### config.mk
export PLATFORM = sky130hd
export DESIGN_NAME = qei_top
export DESIGN_NICKNAME = d
export VERILOG_FILES = /design/src/hdl/qei_top.v /design/src/hdl/qei_filter.v
export VERILOG_INCLUDE_DIRS = /design/src /design/src/shared
export SDC_FILE = /design/constraint.sdc
export NUM_CORES = 1
export LEC_CHECK = 0
export ABC_CLOCK_PERIOD_IN_PS = 3600
export CAP_MARGIN = 20
export CORE_MARGIN = 2
export CORE_UTILIZATION = 50
export DETAILED_ROUTE_END_ITERATION = 16
export DONT_BUFFER_PORTS = 1
export SLEW_MARGIN = 20
export SYNTH_ARGS = -nofsm -noshare
export SYNTH_HDL_FRONTEND = slang
export SYNTH_HIERARCHICAL = 1
export SYNTH_SLANG_ARGS = --single-unit
### constraint.sdc
create_clock -name pclk -period 3.6 [get_ports pclk]
set_clock_uncertainty 0.2 [all_clocks]
set_input_delay 0.54 -clock pclk [delete_from_list [all_inputs] [get_ports pclk]]
set_output_delay 0.54 -clock pclk [all_outputs]
set_load 0.03 [all_outputs]
### src/shared/qei_defines.vh
`ifndef QEI_DEFINES_VH
`define QEI_DEFINES_VH

// Register byte offsets
`define QEI_CTRL_OFF 8'h00
`define QEI_COUNT_OFF 8'h04
`define QEI_MAXCNT_OFF 8'h08
`define QEI_ZCAP_OFF 8'h0c
`define QEI_SCAP_OFF 8'h10
`define QEI_STATUS_OFF 8'h14
`define QEI_ISTAT_OFF 8'h18
`define QEI_IMASK_OFF 8'h1c
`define QEI_LTPER_OFF 8'h20
`define QEI_LTSCALE_OFF 8'h24
`define QEI_LTCOUNT_OFF 8'h28
`define QEI_EETCTL_OFF 8'h2c
`define QEI_EETTIME_OFF 8'h30

// Control field positions
`define QEI_CTRL_EN 0
`define QEI_CTRL_FDIR 1
`define QEI_CTRL_LDIR 2
`define QEI_CTRL_RMODE_LO 3
`define QEI_CTRL_RMODE_HI 4
`define QEI_CTRL_LTEN 5
`define QEI_CTRL_FILT_LO 8
`define QEI_CTRL_FILT_HI 15

// Reset modes
`define QEI_RM_NONE 2'h0
`define QEI_RM_INDEX 2'h1
`define QEI_RM_MAX 2'h2
`define QEI_RM_SINGLE 2'h3

// Interrupt bit positions
`define QEI_INT_ZCAP 0
`define QEI_INT_SCAP 1
`define QEI_INT_ERR 2
`define QEI_INT_LT 3
`define QEI_INT_EET 4
`define QEI_INT_W 5

// Reset values
`define QEI_CTRL_RST 16'h0000
`define QEI_MAXCNT_RST 32'hffffffff
`define QEI_LTPER_RST 16'hffff
`define QEI_LTSCALE_RST 16'h0000
`define QEI_EETCTL_RST 8'h00

// Widths and timing
`define QEI_FILT_W 8
`define QEI_LT_W 16
`define QEI_EET_N_W 8
`define QEI_PCLK_MHZ 25
`define QEI_REF_CLK_MHZ 80
`define QEI_REF_PHASE_KHZ 13250

`endif

### src/hdl/qei_top.v
`include "qei_defines.vh"

// How it works
// A 32-bit position count moves up or down from decoded quadrature phases.
// Optional mode reads phase A as count pulses and phase B as direction.
// Index event captures count to index register; strobe event to strobe one.
// Capture event: rising edge only, or rising forward and falling reverse.
// All four encoder inputs pass a programmable noise filter.
// Filtering, decoding and counting all run on the peripheral clock.
// Counts every phase edge; phase limit scales with clock, 13.25 MHz at 80.
// Index reset mode clears the count on each index pulse.
// Max-count mode resets the count against the maximum count register.
// Single-marker mode clears the count only on the first index pulse.
// A count error sets a status flag and the count error interrupt.
// 16-bit loop timer with count, period and prescale reloads on timeout.
// Every loop timer timeout raises its interrupt.
// Pulse interval timer times a span of up to 255 encoder pulses.
// Reading the count captures phase A and B levels for status.
// Index and strobe captures each raise their own interrupt.
// A leading B counts up on every edge; B leading counts down.
// Max-count mode wraps up past max to zero, down past zero to max.

module qei_top
(
  // Clock and reset
  input wire pclk,
  input wire presetn,
  // APB slave
  input wire psel,
  input wire penable,
  input wire pwrite,
  input wire [7:0] paddr,
  input wire [31:0] pwdata,
  output reg [31:0] prdata,
  output wire pready,
  output wire pslverr,
  // Encoder pins
  input wire phase_a_input,
  input wire phase_b_input,
  input wire index_marker_input,
  input wire strobe_input,
  // Interrupt
  output wire irq
);

  localparam [31:0] PHASE_LIMIT_KHZ =
    `QEI_REF_PHASE_KHZ * `QEI_PCLK_MHZ / `QEI_REF_CLK_MHZ;

  reg [15:0] ctrl;
  reg [31:0] count;
  reg [31:0] max_count_reg;
  reg [31:0] index_capture_reg;
  reg [31:0] strobe_capture_reg;
  reg [1:0] ab_snap;
  reg err_flag;
  reg dir_up;
  reg armed;
  reg [`QEI_INT_W-1:0] int_stat;
  reg [`QEI_INT_W-1:0] int_mask;
  reg [`QEI_LT_W-1:0] lt_period;
  reg [`QEI_LT_W-1:0] lt_scale;
  reg [`QEI_LT_W-1:0] lt_count;
  reg [`QEI_LT_W-1:0] lt_presc;
  reg [`QEI_EET_N_W-1:0] eet_n;
  reg [`QEI_EET_N_W-1:0] eet_pulses;
  reg [31:0] eet_run;
  reg [31:0] eet_time;
  reg pa_q;
  reg pb_q;
  reg z_q;
  reg s_q;

  wire [3:0] raw_in;
  wire [3:0] filt;
  wire pa;
  wire pb;
  wire pz;
  wire ps;

  assign raw_in = {strobe_input, index_marker_input,
                   phase_b_input, phase_a_input};

  genvar gi;
  generate
    for (gi = 0; gi < 4; gi = gi + 1)
    begin : g_filt
      qei_filter u_filt
      (
        .pclk(pclk),
        .presetn(presetn),
        .filt_len(ctrl[`QEI_CTRL_FILT_HI:`QEI_CTRL_FILT_LO]),
        .pin(raw_in[gi]),
        .level(filt[gi])
      );
    end
  endgenerate

  assign pa = filt[0];
  assign pb = filt[1];
  assign pz = filt[2];
  assign ps = filt[3];

  wire enable = ctrl[`QEI_CTRL_EN];
  wire fdir_mode = ctrl[`QEI_CTRL_FDIR];
  wire ldir_mode = ctrl[`QEI_CTRL_LDIR];
  wire [1:0] rmode = ctrl[`QEI_CTRL_RMODE_HI:`QEI_CTRL_RMODE_LO];

  // APB decode
  wire wr_en = psel & penable & pwrite;
  wire rd_acc = psel & penable & ~pwrite;
  wire rd_setup = psel & ~penable & ~pwrite;
  reg mapped;

  always @*
  begin
    case (paddr)
      `QEI_CTRL_OFF, `QEI_COUNT_OFF, `QEI_MAXCNT_OFF, `QEI_ZCAP_OFF,
      `QEI_SCAP_OFF, `QEI_STATUS_OFF, `QEI_ISTAT_OFF, `QEI_IMASK_OFF,
      `QEI_LTPER_OFF, `QEI_LTSCALE_OFF, `QEI_LTCOUNT_OFF,
      `QEI_EETCTL_OFF, `QEI_EETTIME_OFF:
        mapped = 1'b1;
      default:
        mapped = 1'b0;
    endcase
  end

  assign pready = 1'b1;
  assign pslverr = psel & penable & ~mapped;

  wire wr_ok = wr_en & mapped;

  // Quadrature and frequency/direction decode
  wire a_chg = pa ^ pa_q;
  wire b_chg = pb ^ pb_q;
  reg step;
  reg step_up;
  reg step_err;

  always @*
  begin
    step = 1'b0;
    step_up = 1'b0;
    step_err = 1'b0;
    if (enable)
    begin
      if (fdir_mode)
      begin
        step = pa & ~pa_q;
        step_up = pb;
      end
      else if (a_chg & b_chg)
        step_err = 1'b1;
      else if (a_chg | b_chg)
      begin
        step = 1'b1;
        step_up = pa ^ pb_q;
      end
    end
  end

  // Capture events
  wire z_rise = pz & ~z_q;
  wire z_fall = ~pz & z_q;
  wire s_rise = ps & ~s_q;
  wire s_fall = ~ps & s_q;
  wire z_evt = enable &
    (ldir_mode ? (dir_up ? z_rise : z_fall) : z_rise);
  wire s_evt = enable & (ldir_mode ? (dir_up ? s_rise : s_fall) : s_rise);
  wire z_pulse = enable & z_rise;

  // Next count
  wire ctrl_wr = wr_ok & (paddr == `QEI_CTRL_OFF);
  wire count_wr = wr_ok & (paddr == `QEI_COUNT_OFF);
  reg [31:0] next_count;

  always @*
  begin
    next_count = count;
    if (step)
    begin
      if (step_up)
      begin
        if (rmode == `QEI_RM_MAX && count >= max_count_reg)
          next_count = 32'h00000000;
        else
          next_count = count + 32'h00000001;
      end
      else
      begin
        if (rmode == `QEI_RM_MAX && count == 32'h00000000)
          next_count = max_count_reg;
        else
          next_count = count - 32'h00000001;
      end
    end
    if (z_pulse && rmode == `QEI_RM_INDEX)
      next_count = 32'h00000000;
    if (z_pulse && rmode == `QEI_RM_SINGLE && armed)
      next_count = 32'h00000000;
    if (count_wr)
      next_count = pwdata;
  end

  // Counter, capture registers and edge history
  always @(posedge pclk or negedge presetn)
  begin
    if (!presetn)
    begin
      count <= 32'h00000000;
      pa_q <= 1'b0;
      pb_q <= 1'b0;
      z_q <= 1'b0;
      s_q <= 1'b0;
      dir_up <= 1'b1;
      armed <= 1'b0;
      index_capture_reg <= 32'h00000000;
      strobe_capture_reg <= 32'h00000000;
      ab_snap <= 2'h0;
      err_flag <= 1'b0;
    end
    else
    begin
      count <= next_count;
      pa_q <= pa;
      pb_q <= pb;
      z_q <= pz;
      s_q <= ps;
      if (step)
        dir_up <= step_up;
      if (ctrl_wr &&
          pwdata[`QEI_CTRL_RMODE_HI:`QEI_CTRL_RMODE_LO] == `QEI_RM_SINGLE &&
          rmode != `QEI_RM_SINGLE)
        armed <= 1'b1;
      else if (z_pulse)
        armed <= 1'b0;
      if (z_evt)
        index_capture_reg <= count;
      if (s_evt)
        strobe_capture_reg <= count;
      if (rd_acc && paddr == `QEI_COUNT_OFF)
        ab_snap <= {pb, pa};
      if (step_err)
        err_flag <= 1'b1;
      else if (wr_ok && paddr == `QEI_STATUS_OFF && pwdata[2])
        err_flag <= 1'b0;
    end
  end

  // Loop timer
  wire lt_en = ctrl[`QEI_CTRL_LTEN];
  wire lt_tick = lt_en & (lt_presc >= lt_scale);
  wire lt_timeout = lt_tick & (lt_count == {`QEI_LT_W{1'b0}});

  always @(posedge pclk or negedge presetn)
  begin
    if (!presetn)
    begin
      lt_presc <= {`QEI_LT_W{1'b0}};
      lt_count <= {`QEI_LT_W{1'b0}};
    end
    else if (!lt_en)
    begin
      lt_presc <= {`QEI_LT_W{1'b0}};
      lt_count <= lt_period;
    end
    else
    begin
      if (lt_tick)
        lt_presc <= {`QEI_LT_W{1'b0}};
      else
        lt_presc <= lt_presc + 16'h0001;
      if (lt_timeout)
        lt_count <= lt_period;
      else if (lt_tick)
        lt_count <= lt_count - 16'h0001;
    end
  end

  // Pulse interval timer
  wire eet_on = enable & (eet_n != {`QEI_EET_N_W{1'b0}});
  wire eet_span = eet_on & step & (eet_pulses == eet_n - 8'h01);

  always @(posedge pclk or negedge presetn)
  begin
    if (!presetn)
    begin
      eet_pulses <= {`QEI_EET_N_W{1'b0}};
      eet_run <= 32'h00000000;
      eet_time <= 32'h00000000;
    end
    else if (!eet_on)
    begin
      eet_pulses <= {`QEI_EET_N_W{1'b0}};
      eet_run <= 32'h00000000;
    end
    else
    begin
      if (eet_span)
      begin
        eet_time <= eet_run + 32'h00000001;
        eet_run <= 32'h00000000;
        eet_pulses <= {`QEI_EET_N_W{1'b0}};
      end
      else
      begin
        if (eet_run != 32'hffffffff)
          eet_run <= eet_run + 32'h00000001;
        if (step)
          eet_pulses <= eet_pulses + 8'h01;
      end
    end
  end

  // Interrupt status, set wins over write-one-to-clear
  wire [`QEI_INT_W-1:0] int_set;
  wire [`QEI_INT_W-1:0] int_clr;

  assign int_set[`QEI_INT_ZCAP] = z_evt;
  assign int_set[`QEI_INT_SCAP] = s_evt;
  assign int_set[`QEI_INT_ERR] = step_err;
  assign int_set[`QEI_INT_LT] = lt_timeout;
  assign int_set[`QEI_INT_EET] = eet_span;
  assign int_clr = (wr_ok && paddr == `QEI_ISTAT_OFF) ?
                   pwdata[`QEI_INT_W-1:0] : {`QEI_INT_W{1'b0}};

  always @(posedge pclk or negedge presetn)
  begin
    if (!presetn)
      int_stat <= {`QEI_INT_W{1'b0}};
    else
      int_stat <= (int_stat & ~int_clr) | int_set;
  end

  assign irq = |(int_stat & int_mask);

  // Register writes
  always @(posedge pclk or negedge presetn)
  begin
    if (!presetn)
    begin
      ctrl <= `QEI_CTRL_RST;
      max_count_reg <= `QEI_MAXCNT_RST;
      int_mask <= {`QEI_INT_W{1'b0}};
      lt_period <= `QEI_LTPER_RST;
      lt_scale <= `QEI_LTSCALE_RST;
      eet_n <= `QEI_EETCTL_RST;
    end
    else if (wr_ok)
    begin
      case (paddr)
        `QEI_CTRL_OFF: ctrl <= pwdata[15:0];
        `QEI_MAXCNT_OFF: max_count_reg <= pwdata;
        `QEI_IMASK_OFF: int_mask <= pwdata[`QEI_INT_W-1:0];
        `QEI_LTPER_OFF: lt_period <= pwdata[`QEI_LT_W-1:0];
        `QEI_LTSCALE_OFF: lt_scale <= pwdata[`QEI_LT_W-1:0];
        `QEI_EETCTL_OFF: eet_n <= pwdata[`QEI_EET_N_W-1:0];
        default: ;
      endcase
    end
  end

  // Read data, registered in the setup phase
  reg [31:0] rd_mux;

  always @*
  begin
    case (paddr)
      `QEI_CTRL_OFF: rd_mux = {16'h0000, ctrl};
      `QEI_COUNT_OFF: rd_mux = count;
      `QEI_MAXCNT_OFF: rd_mux = max_count_reg;
      `QEI_ZCAP_OFF: rd_mux = index_capture_reg;
      `QEI_SCAP_OFF: rd_mux = strobe_capture_reg;
      `QEI_STATUS_OFF: rd_mux = {27'h0000000, armed, err_flag,
                                 dir_up, ab_snap};
      `QEI_ISTAT_OFF: rd_mux = {27'h0000000, int_stat};
      `QEI_IMASK_OFF: rd_mux = {27'h0000000, int_mask};
      `QEI_LTPER_OFF: rd_mux = {16'h0000, lt_period};
      `QEI_LTSCALE_OFF: rd_mux = {16'h0000, lt_scale};
      `QEI_LTCOUNT_OFF: rd_mux = {16'h0000, lt_count};
      `QEI_EETCTL_OFF: rd_mux = {24'h000000, eet_n};
      `QEI_EETTIME_OFF: rd_mux = eet_time;
      default: rd_mux = 32'h00000000;
    endcase
  end

  always @(posedge pclk or negedge presetn)
  begin
    if (!presetn)
      prdata <= 32'h00000000;
    else if (rd_setup)
      prdata <= rd_mux;
  end

endmodule

### src/hdl/qei_filter.v
`include "qei_defines.vh"

module qei_filter
(
  // Clock and reset
  input wire pclk,
  input wire presetn,
  // Filter setting
  input wire [`QEI_FILT_W-1:0] filt_len,
  // Pin in, filtered level out
  input wire pin,
  output reg level
);

  reg sync1;
  reg sync2;
  reg [`QEI_FILT_W-1:0] stable_cnt;

  // Two-flop synchroniser, then level changes after filt_len+1 stable cycles
  always @(posedge pclk or negedge presetn)
  begin
    if (!presetn)
    begin
      sync1 <= 1'b0;
      sync2 <= 1'b0;
      stable_cnt <= {`QEI_FILT_W{1'b0}};
      level <= 1'b0;
    end
    else
    begin
      sync1 <= pin;
      sync2 <= sync1;
      if (sync2 == level)
        stable_cnt <= {`QEI_FILT_W{1'b0}};
      else if (stable_cnt >= filt_len)
      begin
        level <= sync2;
        stable_cnt <= {`QEI_FILT_W{1'b0}};
      end
      else
        stable_cnt <= stable_cnt + 8'h01;
    end
  end

endmodule

==> flow_summary.ini <==
[detailed_routing]
wl_per_cell_um = 23.4
ant_nets = 0
vias_per_cell = 6.23
firstDrtPassIters = 7
drt_wl_total_um = 65400
dr.first_iter.drc_count = 1699
route.detailed.drc = 0
vias = 17500

[floorplan]
start_util_pct = 50.9
row_count = 74
fp.dieH_um = 209
dieArea_um2 = 43500
fp.dieW_um = 209
io_pins = 84
design.core.area_um2 = 41100

[cts]
cts_root_buf = clkbuf_16
htree_num_levels = 2
clk_pin_slew_worst_paths_ps = 60
cts_tree = yes
cts_setup_buffers = 0
cts_buffers = 45
hold_buffers = 37
clk_latency_ps = 590
cts_sinks = 383
cts_buffer_depth = 3

[setup_path]
max_stage_delay_ps = 600
path_class = reg2reg
worstPathArrival_ps = 3670
cpMaxStageDelayCell = or4_1
end_kind = register
required_ps = 3840
start_kind = register
worst-path-max-fanout = 12
crit_chain = or4_1 > or3_1 > or2_2 > or4_1 > a21oi_1 > a21oi_1 > o22ai_1 > a31oi_1

[sta]
min_period_ps = 3430
period_share_pct = 95.4
tns_ps = 0
grt_setup_unrepaired = false
tightest_slew_ps = 1300
hold_violations = 343
relSlewSlack_pct = 13.0
fmax_mhz = 291
drv_slew = 0
setup_violations = 0
worst_hold_slack_ps = -542

[layout]
final_cell_count_no_fill = 2800
area_growth_pct = 13.7
fin_area_um2 = 23800
fin_nets = 2373
drive_above_1_share_pct = 15.5
fill_cells = 3587

[outcome]
failed_checks = hold timing
status = finished, violations left

[synth]
synthFlopType = dfrtp_1
synth_area_um2 = 20900
async_flop_share_pct = 100
synth_seq_cells = 383
synth_nets = 2325
ys_top_cells_by_area = dfrtp_1 40%, dfstp_2 6.2%, ha_1 5.7%
synth_seq_area_share_pct = 46.1
syn_avg_cell_area_um2 = 9.60
synth-edff-count = 0
synthCells = 2180
yosysTopAreaCell = dfrtp_1
synth.distinct_cells = 79
netlist.area_leader.share_pct = 39.9
ys_warn_count = 6

[place]
port_buffers = 0
dp_hpwl_um = 45300
place_area_um2 = 21900
gp_congestion = 0.929
dp_cells = 2676

[pwr]
power_leakage_uw = 0.0106
ir_worst_vdd_mv = 0.335
power_density_nw_per_um2 = 413

[global_routing]
gr-total-overflow = 0
grt_pass1_wl_um = 103000
grt_pass1_vias = 17500
grt_start_max_net_pins = 384
grt_util_all_layers_pct = 30.5
antenna_found_initial = 4

[min_path]
hp-class = in2async

[run]
drv_cap = 0
[placed cells by master, fill, tap and decap left out, drive strengths merged, types with 10 or more instances in the layout]
cell type,count
xor2,73
or4,11
xnor2,45
clkbuf,64
o31ai,12
nor2,177
a22oi,68
a21oi,109
nor3,35
ha,96
inv,118
mux2,96
buf,89
nand2b,16
and3,33
a222oi,31
o211ai,14
dfrtp,334
a211oi,10
nand4,29
o311ai,11
dlygate4sd3,37
nor4,14
dfstp,49
clkinv,11
or3,10
o21ai,174
nand2,225
a31oi,34
a221oi,25
nand3,88
[area by class of cell]
class                      instances  area [um^2]  share of cell area [%]
tap                              532          666                    2.80
clock buffer                      64         1330                    5.59
clock inverter                    20          223                   0.936
timing repair buffer             126         1060                    4.47
multi-input combinational       1556        10400                    43.8
antenna                            3         7.51                  0.0316
inverter                         116          435                    1.83
sequential                       383         9650                    40.5
[kinds of logic (layout without fill, tap and decap cells)]
family,Yosys count,in the layout,share of synthesized area (%)
and+or+nand+nor,680,680,15.3
AOI/OAI and AO/OA,562,562,18.1
DFF,383,383,46.1
buffers and inverters,241,326,4.42
xor gates and xnor gates,118,118,4.94
muxes,99,99,5.38
adders and majority gates,96,96,5.74
other,1,4,0.0179
[Yosys cell counts, types with 6 or more instances]
master,number
a211oi_1,10
a21o_1,9
a21oi_1,109
a221oi_1,25
a222oi_1,31
a22o_1,7
a22oi_1,68
a31oi_1,34
and2_1,8
and3_1,33
and4_1,6
buf_1,11
clkbuf_1,104
dfrtp_1,334
dfstp_2,49
ha_1,96
inv_1,116
mux2_2,92
nand2_1,225
nand2b_1,12
nand3_1,88
nand3b_1,7
nand4_1,29
nor2_1,177
nor2b_1,7
nor3_1,35
nor4_1,13
o211ai_1,12
o21a_1,9
o21ai_0,172
o221ai_1,6
o311ai_0,7
o31ai_1,8
or3_1,10
or4_1,11
xnor2_1,45
xor2_1,73
[through the flow]
step	total power (uW)	utilization [%]	setup WS, ps	hold WS [ps]
finish	9840	57.9	166	-542
global route	10100	57.9	11.8	-567
CTS	9910	57.8	131	-556
detailed placement	5070	53.2	156	56.1
global placement	5050	53.2	228	57.5
floorplan	4950	-	379	44.4
[per-layer routing]
| metal | wire, um | GRT usage [%] |
|---|---|---|
| met5 | 27 | 0 |
| met4 | 2410 | 11.5 |
| met3 | 4900 | 5.95 |
| met2 | 29800 | 47.9 |
| met1 | 28300 | 42.1 |
[what timing repair did]
| action | CTS | global route |
|---|---|---|
| gates resized for setup | 0 | 2 |
| setup endpoints to repair | 0 | 25 |
| endpoints found under the hold margin | 517 | 383 |
[path summary, 6_finish.rpt]
path | from | to | slack [ps] | depth (start not counted)
worst max-delay path | lt_count[8]$_DFFE_PN0P_ | lt_count[11]$_DFFE_PN0P_ | 170 | 8
worst min-delay path | presetn | eet_time[24]$_DFFE_PN0P_ | -540 | 0
worst max register to register | lt_count[8]$_DFFE_PN0P_ | lt_count[11]$_DFFE_PN0P_ | 170 | 8
worst min register to register | g_filt[2].u_filt/sync1$_DFF_PN0_ | g_filt[2].u_filt/sync2$_DFF_PN0_ | 150 | 0
max in group asynchronous | presetn | count[23]$_DFFE_PN0P_ | 2670 | 0
min in group pclk | pwdata[31] | count[31]$_DFFE_PN0P_ | 70 | 3
[critical path: cells and delay by family (launching register included)]
family / cells / cell delay (ps)
flip-flops: 1 / 410
AND/OR/NAND/NOR: 4 / 1840
AO/OA/AOI/OAI: 4 / 850
[where the power goes]
part	switching [uW]	internal, uW	total [uW]
logic	217	179	395
clock network	1910	2870	4780
registers	241	4420	4660
No activity file was read; power rests on OpenSTA's default activity.
